==> src/wsd_consts.svh <==
// Register indices, field positions, reset values and counts of the waveform shutdown block
`ifndef WSD_CONSTS_SVH
`define WSD_CONSTS_SVH

// Register indices, byte address is four times the index
`define WSD_IDX_CLK      10'h3bc
`define WSD_IDX_ISM      10'h3bd
`define WSD_IDX_DBR      10'h3be
`define WSD_IDX_DBF      10'h3bf
`define WSD_IDX_CON0     10'h3c0
`define WSD_IDX_CON1     10'h3c1
`define WSD_IDX_AS0      10'h3c2
`define WSD_IDX_AS1      10'h3c3
`define WSD_IDX_STR      10'h3c4
`define WSD_IDX_IRQ_STAT 10'h3c5
`define WSD_IDX_IRQ_CLR  10'h3c6
`define WSD_IDX_IRQ_EN   10'h3c7

// Field positions
`define WSD_CON0_EN      7
`define WSD_CON0_LD      6
`define WSD_CON1_IN      5
`define WSD_AS0_SD       7
`define WSD_AS0_REN      6
`define WSD_AS0_PAIR_BD_SHUTDOWN_LEVEL_HI  5
`define WSD_AS0_PAIR_BD_SHUTDOWN_LEVEL_LO  4
`define WSD_AS0_PAIR_AC_SHUTDOWN_LEVEL_HI  3
`define WSD_AS0_PAIR_AC_SHUTDOWN_LEVEL_LO  2

// Shutdown level codes
`define WSD_LVL_HIGH     2'h3
`define WSD_LVL_LOW      2'h2
`define WSD_LVL_TRI      2'h1
`define WSD_LVL_INACT    2'h0

// Interrupt event bits
`define WSD_EV_TRIP      0
`define WSD_EV_RESTART   1
`define WSD_EV_RELOAD    2
`define WSD_EV_W         3

// Reset values and dead-band counter width
`define WSD_RST_BYTE     8'h00
`define WSD_RST_EV       3'h0
`define WSD_DB_W         6

`endif

==> src/wsd_pkg.sv <==
// Types shared by the waveform shutdown and dead-band block
package wsd_pkg;

  // Output operating modes
  typedef enum logic [2:0] {
    WSD_MODE_ASYNC_STEER = 3'h0,
    WSD_MODE_SYNC_STEER  = 3'h1,
    WSD_MODE_FWD_BRIDGE  = 3'h2,
    WSD_MODE_REV_BRIDGE  = 3'h3,
    WSD_MODE_HALF_BRIDGE = 3'h4,
    WSD_MODE_PUSH_PULL   = 3'h5,
    WSD_MODE_RSVD6       = 3'h6,
    WSD_MODE_RSVD7       = 3'h7
  } wsd_mode_t;

  // Bus slave phases
  typedef enum logic {WSD_BUS_IDLE, WSD_BUS_ACK} wsd_bus_t;

endpackage

==> src/wsd_waveform_shutdown.sv <==
// Complementary waveform generator: shutdown, dead band, steering and register map
//
// The Avalon-MM register port was left to the implementer.
`timescale 1ns/100ps
`include "wsd_consts.svh"

module wsd_waveform_shutdown
  import wsd_pkg::*;
(
  input  wire logic        clk,
  input  wire logic        reset_n,
  input  wire logic [11:0] avs_address,
  input  wire logic        avs_read,
  input  wire logic        avs_write,
  input  wire logic [31:0] avs_writedata,
  input  wire logic [3:0]  avs_byteenable,
  output logic      [31:0] avs_readdata,
  output logic             avs_waitrequest,
  input  wire logic [15:0] waveform_sources,
  input  wire logic        fast_internal_osc,
  input  wire logic        routed_input_pin,
  input  wire logic        timer_two_post_out,
  input  wire logic        timer_four_post_out,
  input  wire logic        comparator_one_out,
  input  wire logic        comparator_two_out,
  input  wire logic        logic_cell_two_out,
  input  wire logic        logic_cell_four_out,
  output logic             output_a,
  output logic             output_b,
  output logic             output_c,
  output logic             output_d,
  output logic             output_a_oe,
  output logic             output_b_oe,
  output logic             output_c_oe,
  output logic             output_d_oe,
  output logic             irq
);

  // Register file
  logic                  clk_sel_r;
  logic [3:0]            waveform_source_choice_r;
  logic [`WSD_DB_W-1:0]  rise_delay_count_r;
  logic [`WSD_DB_W-1:0]  fall_delay_count_r;
  logic                  enable_r;
  logic                  delay_reload_request_r;
  wsd_mode_t             mode_r;
  logic [3:0]            output_invert_r;
  logic                  shutdown_r;
  logic                  restart_en_r;
  logic [1:0]            pair_bd_shutdown_level_r;
  logic [1:0]            pair_ac_shutdown_level_r;
  logic [7:0]            shutdown_source_on_r;
  logic [3:0]            steer_override_level_r;
  logic [3:0]            steer_select_r;
  logic [`WSD_EV_W-1:0]  irq_stat_r;
  logic [`WSD_EV_W-1:0]  irq_en_r;

  // Bus and datapath state
  wsd_bus_t              bus_r;
  logic [31:0]           readdata_r;
  logic                  data_r;
  logic                  out_hold_r;
  logic                  reload_armed_r;
  logic                  push_phase_r;
  logic [3:0]            steer_act_r;
  logic [`WSD_DB_W-1:0]  rise_act_r;
  logic [`WSD_DB_W-1:0]  fall_act_r;
  logic [`WSD_DB_W-1:0]  edge_cnt_r;
  logic [`WSD_DB_W-1:0]  sd_cnt_r;
  logic [3:0]            out_r;
  logic [3:0]            oe_r;
  logic                  irq_r;

  // Combinational terms
  logic                  data_in;
  logic                  rise_edge;
  logic                  fall_edge;
  logic                  gen_tick;
  logic [7:0]            src_vec;
  logic                  trip;
  logic                  a_db;
  logic                  b_db;
  logic [3:0]            wave;
  logic [3:0]            pol_used;
  logic [3:0]            out_nxt;
  logic [3:0]            oe_nxt;
  logic [`WSD_EV_W-1:0]  events;
  logic [9:0]            reg_idx;
  logic                  wr_acc;
  logic                  rd_acc;
  logic [7:0]            wbyte;
  logic [7:0]            rbyte;

  // Bus decode
  assign reg_idx = avs_address[11:2];
  assign rd_acc  = avs_read && (bus_r == WSD_BUS_IDLE);
  assign wr_acc  = avs_write && (bus_r == WSD_BUS_ACK) && avs_byteenable[0];
  assign wbyte   = avs_writedata[7:0];

  // Data input selection and edge detect
  assign data_in   = waveform_sources[waveform_source_choice_r];
  assign rise_edge = data_in && !data_r;
  assign fall_edge = !data_in && data_r;
  assign gen_tick  = clk_sel_r ? fast_internal_osc : 1'b1;

  assign src_vec = {1'b0, logic_cell_four_out, logic_cell_two_out, comparator_two_out,
                    comparator_one_out, timer_four_post_out, timer_two_post_out,
                    routed_input_pin};
  assign trip = |(src_vec & shutdown_source_on_r);

  // rising dead band, falling dead band, zero count passes at once
  assign a_db = data_r && (edge_cnt_r >= rise_act_r);
  assign b_db = !data_r && (edge_cnt_r >= fall_act_r);

  // Event pulses for interrupt status
  assign events[`WSD_EV_TRIP]    = enable_r && trip && !shutdown_r;
  assign events[`WSD_EV_RESTART] = out_hold_r && !shutdown_r && rise_edge;
  assign events[`WSD_EV_RELOAD]  = reload_armed_r && rise_edge;

  // Read mux
  always_comb begin
    case (reg_idx)
      `WSD_IDX_CLK:      rbyte = {7'h00, clk_sel_r};
      `WSD_IDX_ISM:      rbyte = {4'h0, waveform_source_choice_r};
      `WSD_IDX_DBR:      rbyte = {2'h0, rise_delay_count_r};
      `WSD_IDX_DBF:      rbyte = {2'h0, fall_delay_count_r};
      `WSD_IDX_CON0:     rbyte = {enable_r, delay_reload_request_r, 3'h0, mode_r};
      `WSD_IDX_CON1:     rbyte = {2'h0, data_r, 1'b0, output_invert_r};
      `WSD_IDX_AS0:      rbyte = {shutdown_r, restart_en_r, pair_bd_shutdown_level_r,
                                  pair_ac_shutdown_level_r, 2'h0};
      `WSD_IDX_AS1:      rbyte = shutdown_source_on_r;
      `WSD_IDX_STR:      rbyte = {steer_override_level_r, steer_select_r};
      `WSD_IDX_IRQ_STAT: rbyte = {5'h00, irq_stat_r};
      `WSD_IDX_IRQ_EN:   rbyte = {5'h00, irq_en_r};
      default:           rbyte = 8'h00;
    endcase
  end

  // Wait state: one cycle, then acknowledge
  always_ff @(posedge clk or negedge reset_n) begin
    if (!reset_n) begin
      bus_r      <= WSD_BUS_IDLE;
      readdata_r <= 32'h0000_0000;
    end else begin
      case (bus_r)
        WSD_BUS_IDLE: begin
          if (avs_read || avs_write) begin
            bus_r <= WSD_BUS_ACK;
          end
          readdata_r <= rd_acc ? {24'h00_0000, rbyte} : 32'h0000_0000;
        end
        WSD_BUS_ACK: begin
          bus_r      <= WSD_BUS_IDLE;
          readdata_r <= 32'h0000_0000;
        end
        default: bus_r <= WSD_BUS_IDLE;
      endcase
    end
  end

  // Plain configuration registers
  always_ff @(posedge clk or negedge reset_n) begin
    if (!reset_n) begin
      clk_sel_r                <= 1'b0;
      waveform_source_choice_r <= 4'h0;
      enable_r                 <= 1'b0;
      mode_r                   <= WSD_MODE_ASYNC_STEER;
      output_invert_r          <= 4'h0;
      restart_en_r             <= 1'b0;
      pair_bd_shutdown_level_r <= 2'h0;
      pair_ac_shutdown_level_r <= 2'h0;
      shutdown_source_on_r     <= `WSD_RST_BYTE;
      steer_override_level_r   <= 4'h0;
      steer_select_r           <= 4'h0;
      irq_en_r                 <= `WSD_RST_EV;
    end else if (wr_acc) begin
      case (reg_idx)
        `WSD_IDX_CLK: clk_sel_r <= wbyte[0];
        `WSD_IDX_ISM: waveform_source_choice_r <= wbyte[3:0];
        `WSD_IDX_CON0: begin
          enable_r <= wbyte[`WSD_CON0_EN];
          mode_r   <= wsd_mode_t'(wbyte[2:0]);
        end
        `WSD_IDX_CON1: output_invert_r <= wbyte[3:0];
        `WSD_IDX_AS0: begin
          restart_en_r             <= wbyte[`WSD_AS0_REN];
          pair_bd_shutdown_level_r <= wbyte[`WSD_AS0_PAIR_BD_SHUTDOWN_LEVEL_HI:`WSD_AS0_PAIR_BD_SHUTDOWN_LEVEL_LO];
          pair_ac_shutdown_level_r <= wbyte[`WSD_AS0_PAIR_AC_SHUTDOWN_LEVEL_HI:`WSD_AS0_PAIR_AC_SHUTDOWN_LEVEL_LO];
        end
        // source enables writable in any state
        `WSD_IDX_AS1: shutdown_source_on_r <= wbyte;
        `WSD_IDX_STR: begin
          steer_override_level_r <= wbyte[7:4];
          steer_select_r         <= wbyte[3:0];
        end
        `WSD_IDX_IRQ_EN: irq_en_r <= wbyte[`WSD_EV_W-1:0];
        default: ;
      endcase
    end
  end

  // dead-band counts keep contents through reset
  always_ff @(posedge clk) begin
    if (wr_acc && reg_idx == `WSD_IDX_DBR) begin
      rise_delay_count_r <= wbyte[`WSD_DB_W-1:0];
    end
    if (wr_acc && reg_idx == `WSD_IDX_DBF) begin
      fall_delay_count_r <= wbyte[`WSD_DB_W-1:0];
    end
  end

  // load request: set by software, cleared on reload
  always_ff @(posedge clk or negedge reset_n) begin
    if (!reset_n) begin
      delay_reload_request_r <= 1'b0;
      reload_armed_r         <= 1'b0;
    end else begin
      if (!delay_reload_request_r) begin
        reload_armed_r <= 1'b0;
      end else if (fall_edge) begin
        reload_armed_r <= 1'b1;
      end else if (rise_edge && reload_armed_r) begin
        reload_armed_r <= 1'b0;
      end
      // Set wins over the hardware clear; needs enable already on
      if (wr_acc && reg_idx == `WSD_IDX_CON0 && wbyte[`WSD_CON0_LD] && enable_r) begin
        delay_reload_request_r <= 1'b1;
      end else if (!enable_r || (reload_armed_r && rise_edge)) begin
        delay_reload_request_r <= 1'b0;
      end
    end
  end

  // Active dead-band buffers, follow registers while disabled
  always_ff @(posedge clk) begin
    if (!enable_r || (reload_armed_r && rise_edge)) begin
      rise_act_r <= rise_delay_count_r;
      fall_act_r <= fall_delay_count_r;
    end
  end

  always_ff @(posedge clk or negedge reset_n) begin
    if (!reset_n) begin
      shutdown_r <= 1'b0;
    end else if (enable_r && trip) begin
      // enabled source wins over any clear
      shutdown_r <= 1'b1;
    end else if (wr_acc && reg_idx == `WSD_IDX_AS0) begin
      // software may force or clear shutdown
      shutdown_r <= wbyte[`WSD_AS0_SD];
    end else if (restart_en_r) begin
      shutdown_r <= 1'b0;
    end
  end

  // outputs stay shut until a rising data edge after clear
  always_ff @(posedge clk or negedge reset_n) begin
    if (!reset_n) begin
      out_hold_r <= 1'b1;
    end else if (shutdown_r) begin
      out_hold_r <= 1'b1;
    end else if (rise_edge) begin
      out_hold_r <= 1'b0;
    end
  end

  // Data sample, dead-band counter, push-pull phase, steering buffer
  always_ff @(posedge clk or negedge reset_n) begin
    if (!reset_n) begin
      data_r       <= 1'b0;
      edge_cnt_r   <= 6'h00;
      push_phase_r <= 1'b0;
      steer_act_r  <= 4'h0;
    end else begin
      data_r <= data_in;
      if (rise_edge || fall_edge) begin
        edge_cnt_r <= 6'h00;
      end else if (gen_tick && edge_cnt_r != 6'h3f) begin
        edge_cnt_r <= edge_cnt_r + 6'h01;
      end
      if (rise_edge) begin
        push_phase_r <= !push_phase_r;
      end
      // Synchronous steering changes only on a rising edge
      if (mode_r != WSD_MODE_SYNC_STEER || rise_edge) begin
        steer_act_r <= steer_select_r;
      end
    end
  end

  // time since shutdown entry, for the inactive-level delay
  always_ff @(posedge clk or negedge reset_n) begin
    if (!reset_n) begin
      sd_cnt_r <= 6'h00;
    end else if (!out_hold_r) begin
      sd_cnt_r <= 6'h00;
    end else if (gen_tick && sd_cnt_r != 6'h3f) begin
      sd_cnt_r <= sd_cnt_r + 6'h01;
    end
  end

  // mode decode, steering with polarity or override
  always_comb begin
    wave     = 4'h0;
    pol_used = output_invert_r;
    case (mode_r)
      WSD_MODE_ASYNC_STEER, WSD_MODE_SYNC_STEER: begin
        for (int i = 0; i < 4; i++) begin
          wave[i]     = steer_act_r[i] ? data_r : steer_override_level_r[i];
          pol_used[i] = steer_act_r[i] && output_invert_r[i];
        end
      end
      WSD_MODE_FWD_BRIDGE: wave = {data_r, 1'b0, 1'b0, 1'b1};
      WSD_MODE_REV_BRIDGE: wave = {1'b0, 1'b1, data_r, 1'b0};
      WSD_MODE_HALF_BRIDGE: wave = {b_db, a_db, b_db, a_db};
      WSD_MODE_PUSH_PULL: begin
        wave = {data_r && !push_phase_r, data_r && push_phase_r,
                data_r && !push_phase_r, data_r && push_phase_r};
      end
      default: wave = 4'h0;
    endcase
  end

  // Final pin levels, shutdown override per pair
  always_comb begin
    out_nxt = wave ^ pol_used;
    oe_nxt  = 4'hf;
    if (!enable_r && !out_hold_r) begin
      out_nxt = output_invert_r;
    end else if (out_hold_r) begin
      for (int i = 0; i < 4; i++) begin
        // A/C use bits 3:2, B/D use bits 5:4
        case ((i % 2 == 0) ? pair_ac_shutdown_level_r : pair_bd_shutdown_level_r)
          `WSD_LVL_HIGH: out_nxt[i] = 1'b1;
          `WSD_LVL_LOW:  out_nxt[i] = 1'b0;
          `WSD_LVL_TRI: begin
            out_nxt[i] = 1'b0;
            oe_nxt[i]  = 1'b0;
          end
          default: begin
            // inactive with polarity once dead band passed
            if (sd_cnt_r >= ((i % 2 == 0) ? fall_act_r : rise_act_r)) begin
              out_nxt[i] = output_invert_r[i];
            end
          end
        endcase
      end
    end
  end

  // Registered pins
  always_ff @(posedge clk or negedge reset_n) begin
    if (!reset_n) begin
      out_r <= 4'h0;
      oe_r  <= 4'h0;
    end else begin
      out_r <= out_nxt;
      oe_r  <= oe_nxt;
    end
  end

  // Sticky interrupt status, set wins over write-one clear
  always_ff @(posedge clk or negedge reset_n) begin
    if (!reset_n) begin
      irq_stat_r <= `WSD_RST_EV;
      irq_r      <= 1'b0;
    end else begin
      if (wr_acc && reg_idx == `WSD_IDX_IRQ_CLR) begin
        irq_stat_r <= (irq_stat_r & ~wbyte[`WSD_EV_W-1:0]) | events;
      end else begin
        irq_stat_r <= irq_stat_r | events;
      end
      irq_r <= |(irq_stat_r & irq_en_r);
    end
  end

  assign avs_readdata    = readdata_r;
  assign avs_waitrequest = (bus_r == WSD_BUS_IDLE);
  assign output_a        = out_r[0];
  assign output_b        = out_r[1];
  assign output_c        = out_r[2];
  assign output_d        = out_r[3];
  assign output_a_oe     = oe_r[0];
  assign output_b_oe     = oe_r[1];
  assign output_c_oe     = oe_r[2];
  assign output_d_oe     = oe_r[3];
  assign irq             = irq_r;

endmodule // wsd_waveform_shutdown

==> config.mk <==
export PLATFORM = sky130hd
export DESIGN_NAME = wsd_waveform_shutdown
export DESIGN_NICKNAME = d
export VERILOG_FILES = /design/src/wsd_pkg.sv /design/src/wsd_waveform_shutdown.sv
export VERILOG_INCLUDE_DIRS = /design/src
export SDC_FILE = /design/constraint.sdc
export NUM_CORES = 1
export LEC_CHECK = 0
export BUFFER_PORTS_ARGS = -buffer_cell sky130_fd_sc_hd__buf_2
export CELL_PAD_IN_SITES_DETAIL_PLACEMENT = 1
export CELL_PAD_IN_SITES_GLOBAL_PLACEMENT = 1
export CORE_MARGIN = 8
export CORE_UTILIZATION = 45
export CTS_CLUSTER_SIZE = 8
export DETAILED_ROUTE_END_ITERATION = 8
export PLACE_DENSITY = 0.93
export SYNTH_ARGS = -nofsm -noshare
export SYNTH_HDL_FRONTEND = slang
export SYNTH_SLANG_ARGS = --single-unit
==> constraint.sdc <==
create_clock -name clk -period 4.35 [get_ports clk]
set_input_delay 0.2175 -clock clk [delete_from_list [all_inputs] [get_ports clk]]
set_output_delay 0.2175 -clock clk [all_outputs]
set_load 0.005 [all_outputs]
# ---- Word-level counts from Yosys, hierarchy flattened
# Cells that the tools add are included.
dict set report word_totals {
  regBits 128
  output_inout_bits 42
  word_cells 173
}
dict set report op_classes {
  addsub 2
  magnitude_cmp 5
  eq_ne 28
  n_mux 43
  bitwise_logic 8
  n_reduce_logical 56
}
# cell count
set ops {}
lappend ops {{== test 10 bit, second input constant} 12}
lappend ops {{case mux 8 bit (11 select lines)} 1}
lappend ops {{case mux 32 bit (2 select lines)} 1}
lappend ops {{logical AND 1 bit} 28}
lappend ops {{>= comparator 6 bit} 4}
lappend ops {{two-way mux 6 bit} 4}
lappend ops {{two-way mux 1 bit} 23}
lappend ops {{two-way mux 4 bit} 5}
lappend ops {{case mux 4 bit (5 select lines)} 1}
lappend ops {{AND reduction 2 bit} 8}
lappend ops {{adder 6 x 1 -> 6 bit, second input constant} 2}
lappend ops {{inequality test 6 bit, second input constant} 2}
lappend ops {{case mux 1 bit (2 select lines)} 5}
lappend ops {{AND 7 x 8 -> 8 bit} 1}
lappend ops {{== test 2 bit, second input constant} 4}
lappend ops {{two-way mux 8 bit} 1}
lappend ops {{OR reduction 8 bit} 1}
lappend ops {{AND 3 bit} 2}
lappend ops {{== test 3 x 2 -> 1 bit, second input constant} 2}
lappend ops {{== test 3 bit, second input constant} 2}
lappend ops {{zero test 1 bit} 6}
lappend ops {{inequality test 3 x 1 -> 1 bit, second input constant} 2}
lappend ops {{bitwise OR 3 bit} 2}
lappend ops {{nonzero test 2 bit} 3}
lappend ops {{other kinds (14)} 20}

# ---- Logic depth before layout (Yosys ltp)
# Gate-level depths: netlist of the first run.
dict set report depth {
  depth_word 8
  mapped_depth 8
}

# ---- Worst setup path before layout of the first run
# OpenSTA, ideal clock, no wires.
dict set report synth_path {
  kind {register to register}
  startpoint {register waveform_source_choice_r[0]}
  endpoint {register steer_act_r[0]}
  setup_ns 0.128
  t_arrival_ns 2.515
  t_required_ns 4.222
  setup_slack_ns 1.708
  path_stages_with_launch 7
  n_path_buf 1
  period_less_slack_ns 2.642
  cell_sequence {dfrtp_1 > clkbuf_1 > mux4_2 > mux4_2 > ha_1 > nor3b_2 > mux2_1}
}
dict set report synth_via {
  elab_chain_cells 4
}
# element line_no
set synth_rtl {}
lappend synth_rtl {{from (decl)} wsd_waveform_shutdown.sv:41} ;# logic [3:0] waveform_source_choice_r;
lappend synth_rtl {{from (signal assigned)} wsd_waveform_shutdown.sv:179} ;# `WSD_IDX_ISM: waveform_source_choice_r <= wbyte[3:0];
lappend synth_rtl {{binary-select mux 1 bit (select 4 bit)} wsd_waveform_shutdown.sv:101} ;# assign data_in = waveform_sources[waveform_source_choice_r];
lappend synth_rtl {{two-way mux 1 bit (implied by the code)} wsd_waveform_shutdown.sv:101}
lappend synth_rtl {{net data_in} wsd_waveform_shutdown.sv:75} ;# logic data_in;
lappend synth_rtl {{logical AND 1 bit} wsd_waveform_shutdown.sv:102} ;# assign rise_edge = data_in && !data_r;
lappend synth_rtl {{net rise_edge} wsd_waveform_shutdown.sv:76} ;# logic rise_edge;
lappend synth_rtl {{logical OR 1 bit} wsd_waveform_shutdown.sv:285} ;# if (mode_r != WSD_MODE_SYNC_STEER || rise_edge) begin
lappend synth_rtl {{to (signal assigned)} wsd_waveform_shutdown.sv:286} ;# steer_act_r <= steer_select_r;
lappend synth_rtl {{to (decl)} wsd_waveform_shutdown.sv:65} ;# logic [3:0] steer_act_r;
# The timed path passes the listed nets, and every way through them passes these cells. The select of a mux whose other input is x is not followed.
# A chain may end at the register's enable or synchronous reset.

# ---- Final worst setup path of the first run
dict set report layout_path {
  startpoint {register waveform_source_choice_r[0]}
  endpoint {register steer_act_r[2]}
}
# Same word-level chain as after synthesis.

==> results of run 1 <==
==> critical path: cells and delay by family (launching register included) <==
family / cells / cell delay (ps)
mux: 3 / 1470
flops: 1 / 520
simple gates: 1 / 390
fa+ha+maj: 1 / 330
==> final cells by class <==
type                    count  area, um^2
clock buffers              12       246.5
clock inverters             4       71.32
fillers                  1323        5806
inverters                  22       82.58
multi-input cells         346        2649
flip-flops and latches    102        2674
well taps                 168       210.2
repair buffers             64       322.8
==> flip-flops by register name, indices dropped and copies added, names as in the netlist, 4 cells and up <==
| signal | flops |
|---|---|
| avs_readdata | 8 |
| shutdown_source_on_r | 8 |
| edge_cnt_r | 6 |
| fall_act_r | 6 |
| fall_delay_count_r | 6 |
| rise_act_r | 6 |
| rise_delay_count_r | 6 |
| sd_cnt_r | 6 |
| out_r | 4 |
| output_invert_r | 4 |
| steer_act_r | 4 |
| steer_override_level_r | 4 |
| steer_select_r | 4 |
| waveform_source_choice_r | 4 |
==> layout by cell type (no fill, tap or decap), types with 7 or more instances in the layout <==
cell | Yosys | routed
o21ai_0 | 15 | 15
nor2_1 | 27 | 27
nor2b_1 | 8 | 8
conb_1 | 1 | 24
mux2i_1 | 8 | 8
and3_1 | 7 | 7
inv_1 | 20 | 20
mux2_1 | 39 | 39
mux4_2 | 8 | 8
a31oi_1 | 12 | 12
buf_2 | 6 | 63
and2_1 | 8 | 8
clkbuf_16 | 0 | 9
nand2_1 | 30 | 30
ha_1 | 28 | 28
xnor2_1 | 9 | 9
a21oi_1 | 13 | 13
nand4_1 | 7 | 7
nand3_1 | 15 | 15
edfxtp_1 | 24 | 24
dfrtp_1 | 77 | 77
==> per-stage QoR <==
| stage | power [mW] | hold slack, ps |
|---|---|---|
| after floorplan | 1.114 | -78.09 |
| after global placement | 1.160 | 423.2 |
| after detailed placement | 1.170 | 437.8 |
| after CTS | 2.029 | 69.12 |
| after global routing | 2.075 | 106.2 |
| final | 2.021 | 17.31 |
==> metal layers <==
metal  vias up  GRT usage (%)  wire length (um)
li1       1856              -                 -
met1      2114          22.90              6234
met2       209          35.78              8087
met3        52          5.241              1114
met4         0          11.27               703
met5         -              0                 0
==> power breakdown <==
| part | switching (mW) | internal [mW] | total [mW] |
|---|---|---|---|
| logic | 0.0862 | 0.0568 | 0.143 |
| clock network | 0.347 | 0.520 | 0.867 |
| registers | 0.0184 | 0.993 | 1.01 |
==> logic make-up (layout without fill, tap and decap cells) <==
group                    count (synthesis)  count (layout)  synth area share (%)
multiplexers                            61              61                 14.02
adder cells (fa/ha/maj)                 28              28                 6.281
XOR/XNOR                                15              15                 2.355
buffers and inverters                   63             102                 6.124
AND/OR/NAND/NOR                        130             130                 12.54
AO/OA/AOI/OAI                           88              88                 10.68
other                                    1              24               0.06723
flip-flops                             102             102                 47.94
==> worst max-delay path by stage <==
stage                                             to  slack, ps  cells after the start
after floorplan           steer_act_r[0]$_DFFE_PN0P_       1710                      6
after global placement    steer_act_r[1]$_DFFE_PN0P_       1650                      5
after detailed placement  steer_act_r[3]$_DFFE_PN0P_       1550                      5
after CTS                 steer_act_r[2]$_DFFE_PN0P_       1500                      5
after global routing      steer_act_r[2]$_DFFE_PN0P_       1370                      5
final                     steer_act_r[2]$_DFFE_PN0P_       1510                      5
==> results.sh, run 1 <==
export IMPL_dieHeight_um=127.3
export IMPL_r2r_start="waveform_source_choice_r[0]$_DFFE_PN0P_"
export IMPL_initial_utilization_pct=46.24
export IMPL_hold_viol=0
export IMPL_hpwl_mm=11.91
export IMPL_wire_per_inst_um=22.48
export IMPL_critPathRequiredTime_ps=4570
export IMPL_worst_slew_pin_transition_ps=988.3
export IMPL_drt_iter0_drc=215
export IMPL_port_buffer_count=64
export IMPL_post_cts_resized_instances=0
export IMPL_cts_root_to_sink_buffers=2
export IMPL_diodes=0
export IMPL_cts_htree_levels=3
export IMPL_place_inst=702
export IMPL_clock_skew_ps=9.599
export IMPL_synth_largest_area_cell="dfrtp_1"
export IMPL_ys_seq_area_share_pct=47.94
export IMPL_tritoncts="yes"
export IMPL_cellPowerDensity_nw_per_um2=323.1
export IMPL_crit_path_max_fanout=7
export IMPL_fin_setup_tns_ps=0
export IMPL_max_vdd_ir_drop_mv=0.2332
export IMPL_critical_path_cell_chain="mux4_2 > mux4_2 > ha_1 > nor3b_2 > mux2_1"
export IMPL_boundaryPins=118
export IMPL_synth_edf_count=24
export IMPL_timing_max_slew_rel_slack_pct=34.11
export IMPL_globalplace_congestion=0.8860
export IMPL_cpPeakStageDelay_ps=550
export IMPL_layout_overhead_on_the_synthesized_area_pct=12.16
export IMPL_fraction_of_final_layout_cells_sized_beyond_drive_strength_1_pct=18.55
export IMPL_setup_reg_to_reg_worst_slack_ps=1510
export IMPL_cts_sink_count=102
export IMPL_period_needed_ps=2838
export IMPL_antenna_found_initial=0
export IMPL_placed_area_um2=5938
export IMPL_ys_warn_count=0
export IMPL_clk_latency_ps=350
export IMPL_finish_net_count=649
export IMPL_synth_top_cell_area_share_pct=34.54
export IMPL_ys_ff_latch=102
export IMPL_cpMostUsedCell="mux4_2"
export IMPL_final_period_utilization_pct=65.24
export IMPL_viasPerCell=5.893
export IMPL_synthArstFlopShare_pct=76.47
export IMPL_yosysMostFrequentCell="dfrtp_1"
export IMPL_finalSetupViolations=0
export IMPL_stdcell_area_um2=6256
export IMPL_regToRegEndpoint="steer_act_r[2]$_DFFE_PN0P_"
export IMPL_max_clock_freq_ghz=0.3524
export IMPL_antenna_left=0
export IMPL_die_w_um=127.3
export IMPL_rr_worst_depth=5
export IMPL_post_synth_most_frequent_cells="dfrtp_1 (77), mux2_1 (39), nand2_1 (30), ha_1 (28), nor2_1 (27)"
export IMPL_cts_root_buf="clkbuf_16"
export IMPL_timing_critical_path_from_type="register"
export IMPL_via_count_of_the_first_global_routing_pass=4831
export IMPL_cts_hold_buffers_added=0
export IMPL_hp_class="in -> async"
export IMPL_most_common_flop_cell_mapped_by_yosys="dfrtp_1"
export IMPL_post_synth_inst_count=488
export IMPL_worst_setup_hold_path_clk_slew_ps=70
export IMPL_critical_path_startpoint="waveform_source_choice_r[0]$_DFFE_PN0P_"
export IMPL_layout_core_utilization_pct=51.87
export IMPL_globalRouteTotalUtil_pct=20.67
export IMPL_critPathArrivalTime_ps=3060
export IMPL_placement_rows=40
export IMPL_preCtsSetupSlack_ps=1548
export IMPL_critical_path_class="reg -> reg"
export IMPL_floorplan_die_area_um2=16210
export IMPL_avgSynthCellArea_um2=11.43
export IMPL_finish_cell_count_without_fillers=718
export IMPL_maximum_number_of_pins_on_one_net_before_global_route_repair=79
export IMPL_syn_area_um2=5578
export IMPL_post_cts_setup_buffer_count=0
export IMPL_status="finished, final reports clean"
export IMPL_drv_slew=0
export IMPL_critPathSlowestCell="mux4_2"
export IMPL_grt_overflow_total=0
export IMPL_rsz0062_at_grt="false"
export IMPL_drc_markers=0
export IMPL_max_cap_violations=0
export IMPL_netlist_top_cells_area="dfrtp_1 (35%), edfxtp_1 (13%), mux2_1 (7.9%), ha_1 (6.3%), buf_4 (3.5%)"
export IMPL_route_vias_total=4231
export IMPL_crit_path_end_kind="register"
export IMPL_leakage_nw=2.961
export IMPL_grt_first_pass_wirelength_mm=25.89
export IMPL_final_critical_path_setup_slack_ps=1512
export IMPL_detail_route_wirelength_mm=16.14
export IMPL_detailed_routing_iteration_count_for_the_pre_antenna_repair_pass=6
export IMPL_core_area_um2=12060
export IMPL_number_of_library_cell_types_mapped_by_synthesis=67
export IMPL_cts_buffers=9
Note: power is estimated with default switching activity, not from simulation.
==> run 2, diff against run 1 <==
--- a/config.mk
+++ b/config.mk
@@ -6,14 +6,15 @@
 export SDC_FILE = /design/constraint.sdc
 export NUM_CORES = 1
 export LEC_CHECK = 0
+export ABC_AREA = 1
 export BUFFER_PORTS_ARGS = -buffer_cell sky130_fd_sc_hd__buf_2
 export CELL_PAD_IN_SITES_DETAIL_PLACEMENT = 1
 export CELL_PAD_IN_SITES_GLOBAL_PLACEMENT = 1
 export CORE_MARGIN = 8
-export CORE_UTILIZATION = 45
+export CORE_UTILIZATION = 37
 export CTS_CLUSTER_SIZE = 8
 export DETAILED_ROUTE_END_ITERATION = 8
-export PLACE_DENSITY = 0.93
+export PLACE_DENSITY = 0.87
 export SYNTH_ARGS = -nofsm -noshare
 export SYNTH_HDL_FRONTEND = slang
 export SYNTH_SLANG_ARGS = --single-unit
==> constraint.sdc (replaced) <==
create_clock -name clk -period 2.6 [get_ports clk]
set_input_delay 0.13 -clock clk [delete_from_list [all_inputs] [get_ports clk]]
set_output_delay 0.13 -clock clk [all_outputs]
set_load 0.005 [all_outputs]
==> results.sh, run 2 <==
export IMPL_hold_viol=0
export IMPL_tritoncts="yes"
export IMPL_worst_slew_pin_transition_ps=1027
export IMPL_port_buffer_count=64
export IMPL_power_switching_fraction_pct=24.64
export IMPL_hpwl_mm=13.62
export IMPL_cts_hold_buffers_added=4
export IMPL_syn_area_um2=5752
export IMPL_fraction_of_final_layout_cells_sized_beyond_drive_strength_1_pct=14.16
export IMPL_finalSetupViolations=0
export IMPL_finish_cell_count_without_fillers=965
export IMPL_cellPowerDensity_nw_per_um2=496.3
export IMPL_diodes=0
export IMPL_maximum_number_of_pins_on_one_net_before_global_route_repair=79
export IMPL_place_inst=945
export IMPL_status="finished, final reports clean"
export IMPL_ys_warn_count=0
export IMPL_initial_utilization_pct=37.84
export IMPL_regToRegEndpoint="fall_act_r[0]$_DFFE_PP_"
export IMPL_viasPerCell=5.257
export IMPL_internal_power_mw=2.436
export IMPL_yosysMostFrequentCell="nand2_1"
export IMPL_layout_core_utilization_pct=42.84
export IMPL_detail_route_wirelength_mm=17.66
export IMPL_most_common_flop_cell_mapped_by_yosys="dfrtp_1"
export IMPL_max_vdd_ir_drop_mv=0.3602
export IMPL_critical_path_startpoint="waveform_source_choice_r[0]$_DFFE_PN0P_"
export IMPL_ys_ff_latch=102
export IMPL_cts_root_to_sink_buffers=2
export IMPL_dieHeight_um=140.7
export IMPL_rr_worst_depth=9
export IMPL_power_share_clock_pct=41.8
export IMPL_critical_path_class="reg -> reg"
export IMPL_synth_edf_count=24
export IMPL_post_synth_most_frequent_cells="nand2_1 (170), inv_1 (99), dfrtp_1 (77), o21ai_0 (64), nor2_1 (49)"
export IMPL_post_cts_resized_instances=0
export IMPL_number_of_library_cell_types_mapped_by_synthesis=42
export IMPL_max_clock_freq_ghz=0.4337
export IMPL_layout_overhead_on_the_synthesized_area_pct=13.23
export IMPL_hp_class="in -> reg"
export IMPL_synthArstFlopShare_pct=76.47
export IMPL_globalRouteTotalUtil_pct=18.58
export IMPL_most_common_cell_after_layout_fill_and_taps_aside="nand2_1"
export IMPL_critPathRequiredTime_ps=2650
export IMPL_die_w_um=140.7
export IMPL_finish_net_count=876
export IMPL_wire_per_inst_um=18.30
export IMPL_clock_skew_ps=8.492
export IMPL_clk_latency_ps=360
export IMPL_drc_markers=0
export IMPL_post_synth_inst_count=699
export IMPL_final_cell_mix="nand2_1 (170), inv_1 (99), dfrtp_1 (77)"
export IMPL_worstSetupEndpoint="fall_act_r[0]$_DFFE_PP_"
export IMPL_netlist_top_cells_area="dfrtp_1 (34%), edfxtp_1 (13%), nand2_1 (11%), inv_1 (6.5%), ha_1 (6.1%)"
export IMPL_via_count_of_the_first_global_routing_pass=5333
export IMPL_timing_max_slew_rel_slack_pct=31.53
export IMPL_rsz0062_at_grt="false"
export IMPL_synth_top_cell_area_share_pct=33.50
export IMPL_ys_seq_area_share_pct=46.49
export IMPL_avgSynthCellArea_um2=8.229
export IMPL_worst_setup_hold_path_clk_slew_ps=70
export IMPL_grt_overflow_total=0
export IMPL_fin_worst_hold_slack_ps=10.54
export IMPL_cts_htree_levels=3
export IMPL_cts_root_buf="clkbuf_16"
export IMPL_power_switching_mw=0.7965
export IMPL_period_needed_ps=2306
export IMPL_floorplan_die_area_um2=19790
export IMPL_post_cts_setup_buffer_count=0
export IMPL_cts_buffers=9
export IMPL_route_vias_total=5073
export IMPL_power_frac_comb_pct=6.3
export IMPL_max_cap_violations=0
export IMPL_core_area_um2=15200
export IMPL_drt_iter0_drc=234
export IMPL_p_seq_share_pct=51.9
export IMPL_setup_reg_to_reg_worst_slack_ps=290
export IMPL_crit_path_max_fanout=12
export IMPL_placement_rows=45
export IMPL_critPathArrivalTime_ps=2360
export IMPL_grt_first_pass_wirelength_mm=28.88
export IMPL_final_period_utilization_pct=88.69
export IMPL_synth_largest_area_cell="dfrtp_1"
export IMPL_r2r_start="waveform_source_choice_r[0]$_DFFE_PN0P_"
export IMPL_drv_slew=0
export IMPL_leakage_nw=3.218
export IMPL_boundaryPins=118
export IMPL_antenna_left=0
export IMPL_power_mw=3.232
export IMPL_timing_critical_path_from_type="register"
export IMPL_fin_setup_tns_ps=0
export IMPL_crit_path_end_kind="register"
export IMPL_globalplace_congestion=0.8730
export IMPL_cts_sink_count=102
export IMPL_detailed_routing_iteration_count_for_the_pre_antenna_repair_pass=5
export IMPL_antenna_found_initial=0
[run 2: cell types whose count changed in the layout (fill, tap and decap cells not counted), sizes merged, moves of 9 or more]
| cell | delta |
|---|---|
| a31oi | -11 |
| nand2 | +144 |
| nor2 | +23 |
| mux2 | -45 |
| nand3 | +33 |
| a21oi | +17 |
| xnor2 | -9 |
| inv | +84 |
| o21ai | +54 |
[run 2: power by group through the flow]
stage | clock network [mW] | registers (mW) | logic (mW)
6_report | 1.35 | 1.68 | 0.204
4_1_cts | 1.38 | 1.68 | 0.202
3_5_place_dp | 0 | 1.71 | 0.196
3_3_place_gp | 0 | 1.71 | 0.189
2_1_floorplan | 0 | 1.70 | 0.116
5_1_grt | 1.44 | 1.68 | 0.230
[run 2: worst min path at each step]
stage / start / endpoint / slack (ps) / depth (start not counted)
finish: avs_read / bus_r$_DFF_PN0_ / 10 / 3
global route: avs_writedata[3] / fall_delay_count_r[3]$_DFFE_PP_ / 10 / 1
CTS: avs_writedata[4] / fall_delay_count_r[4]$_DFFE_PP_ / 5 / 1
detailed placement: avs_writedata[1] / fall_delay_count_r[1]$_DFFE_PP_ / 360 / 1
global placement: avs_writedata[1] / rise_delay_count_r[1]$_DFFE_PP_ / 360 / 1
floorplan: reset_n / avs_readdata[0]$_DFF_PN0_ / -170 / 0
[run 2: per-stage QoR]
step                      area (um^2)  setup WS (ps)
after floorplan                  5838          621.1
after global placement           6181          456.7
after detailed placement         6181          337.0
after CTS                        6513          372.5
after global routing             6513          18.73
final                            6513          294.0
[run 2: critical path, cell delays in order, from the launching register on]
cell,delay [ps]
dfrtp_1,480
inv_1,250
o21ai_0,120
o221ai_1,180
nand3_1,110
nand2_1,180
ha_1,260
nand2_1,100
nand2_1,90
buf_4,230
[run 2: logic make-up after synthesis]
group,share of synthesized area (%)
other,0.06520
buffers and inverters,10.79
AND/OR/NAND/NOR,23.84
flip-flops,46.49
AO/OA/AOI/OAI,12.57
XOR/XNOR,0.1523
adder cells (fa/ha/maj),6.091
[run 2: cell type report]
cell class / instances / area (um^2)
sequential: 102 / 2674
inverter: 102 / 382.9
clock inverter: 5 / 37.54
clock buffer: 11 / 254.0
timing repair buffer: 71 / 385.4
fill: 1890 / 8690
tap: 188 / 235.2
multi-input combinational: 486 / 2544
[run 2: metal layers]
| layer | GRT usage (%) | share of wire, % |
|---|---|---|
| met1 | 22.12 | 42 |
| met2 | 31.90 | 50 |
| met3 | 5.030 | 6.1 |
| met4 | 5.995 | 2.1 |
| met5 | 0 | 0 |
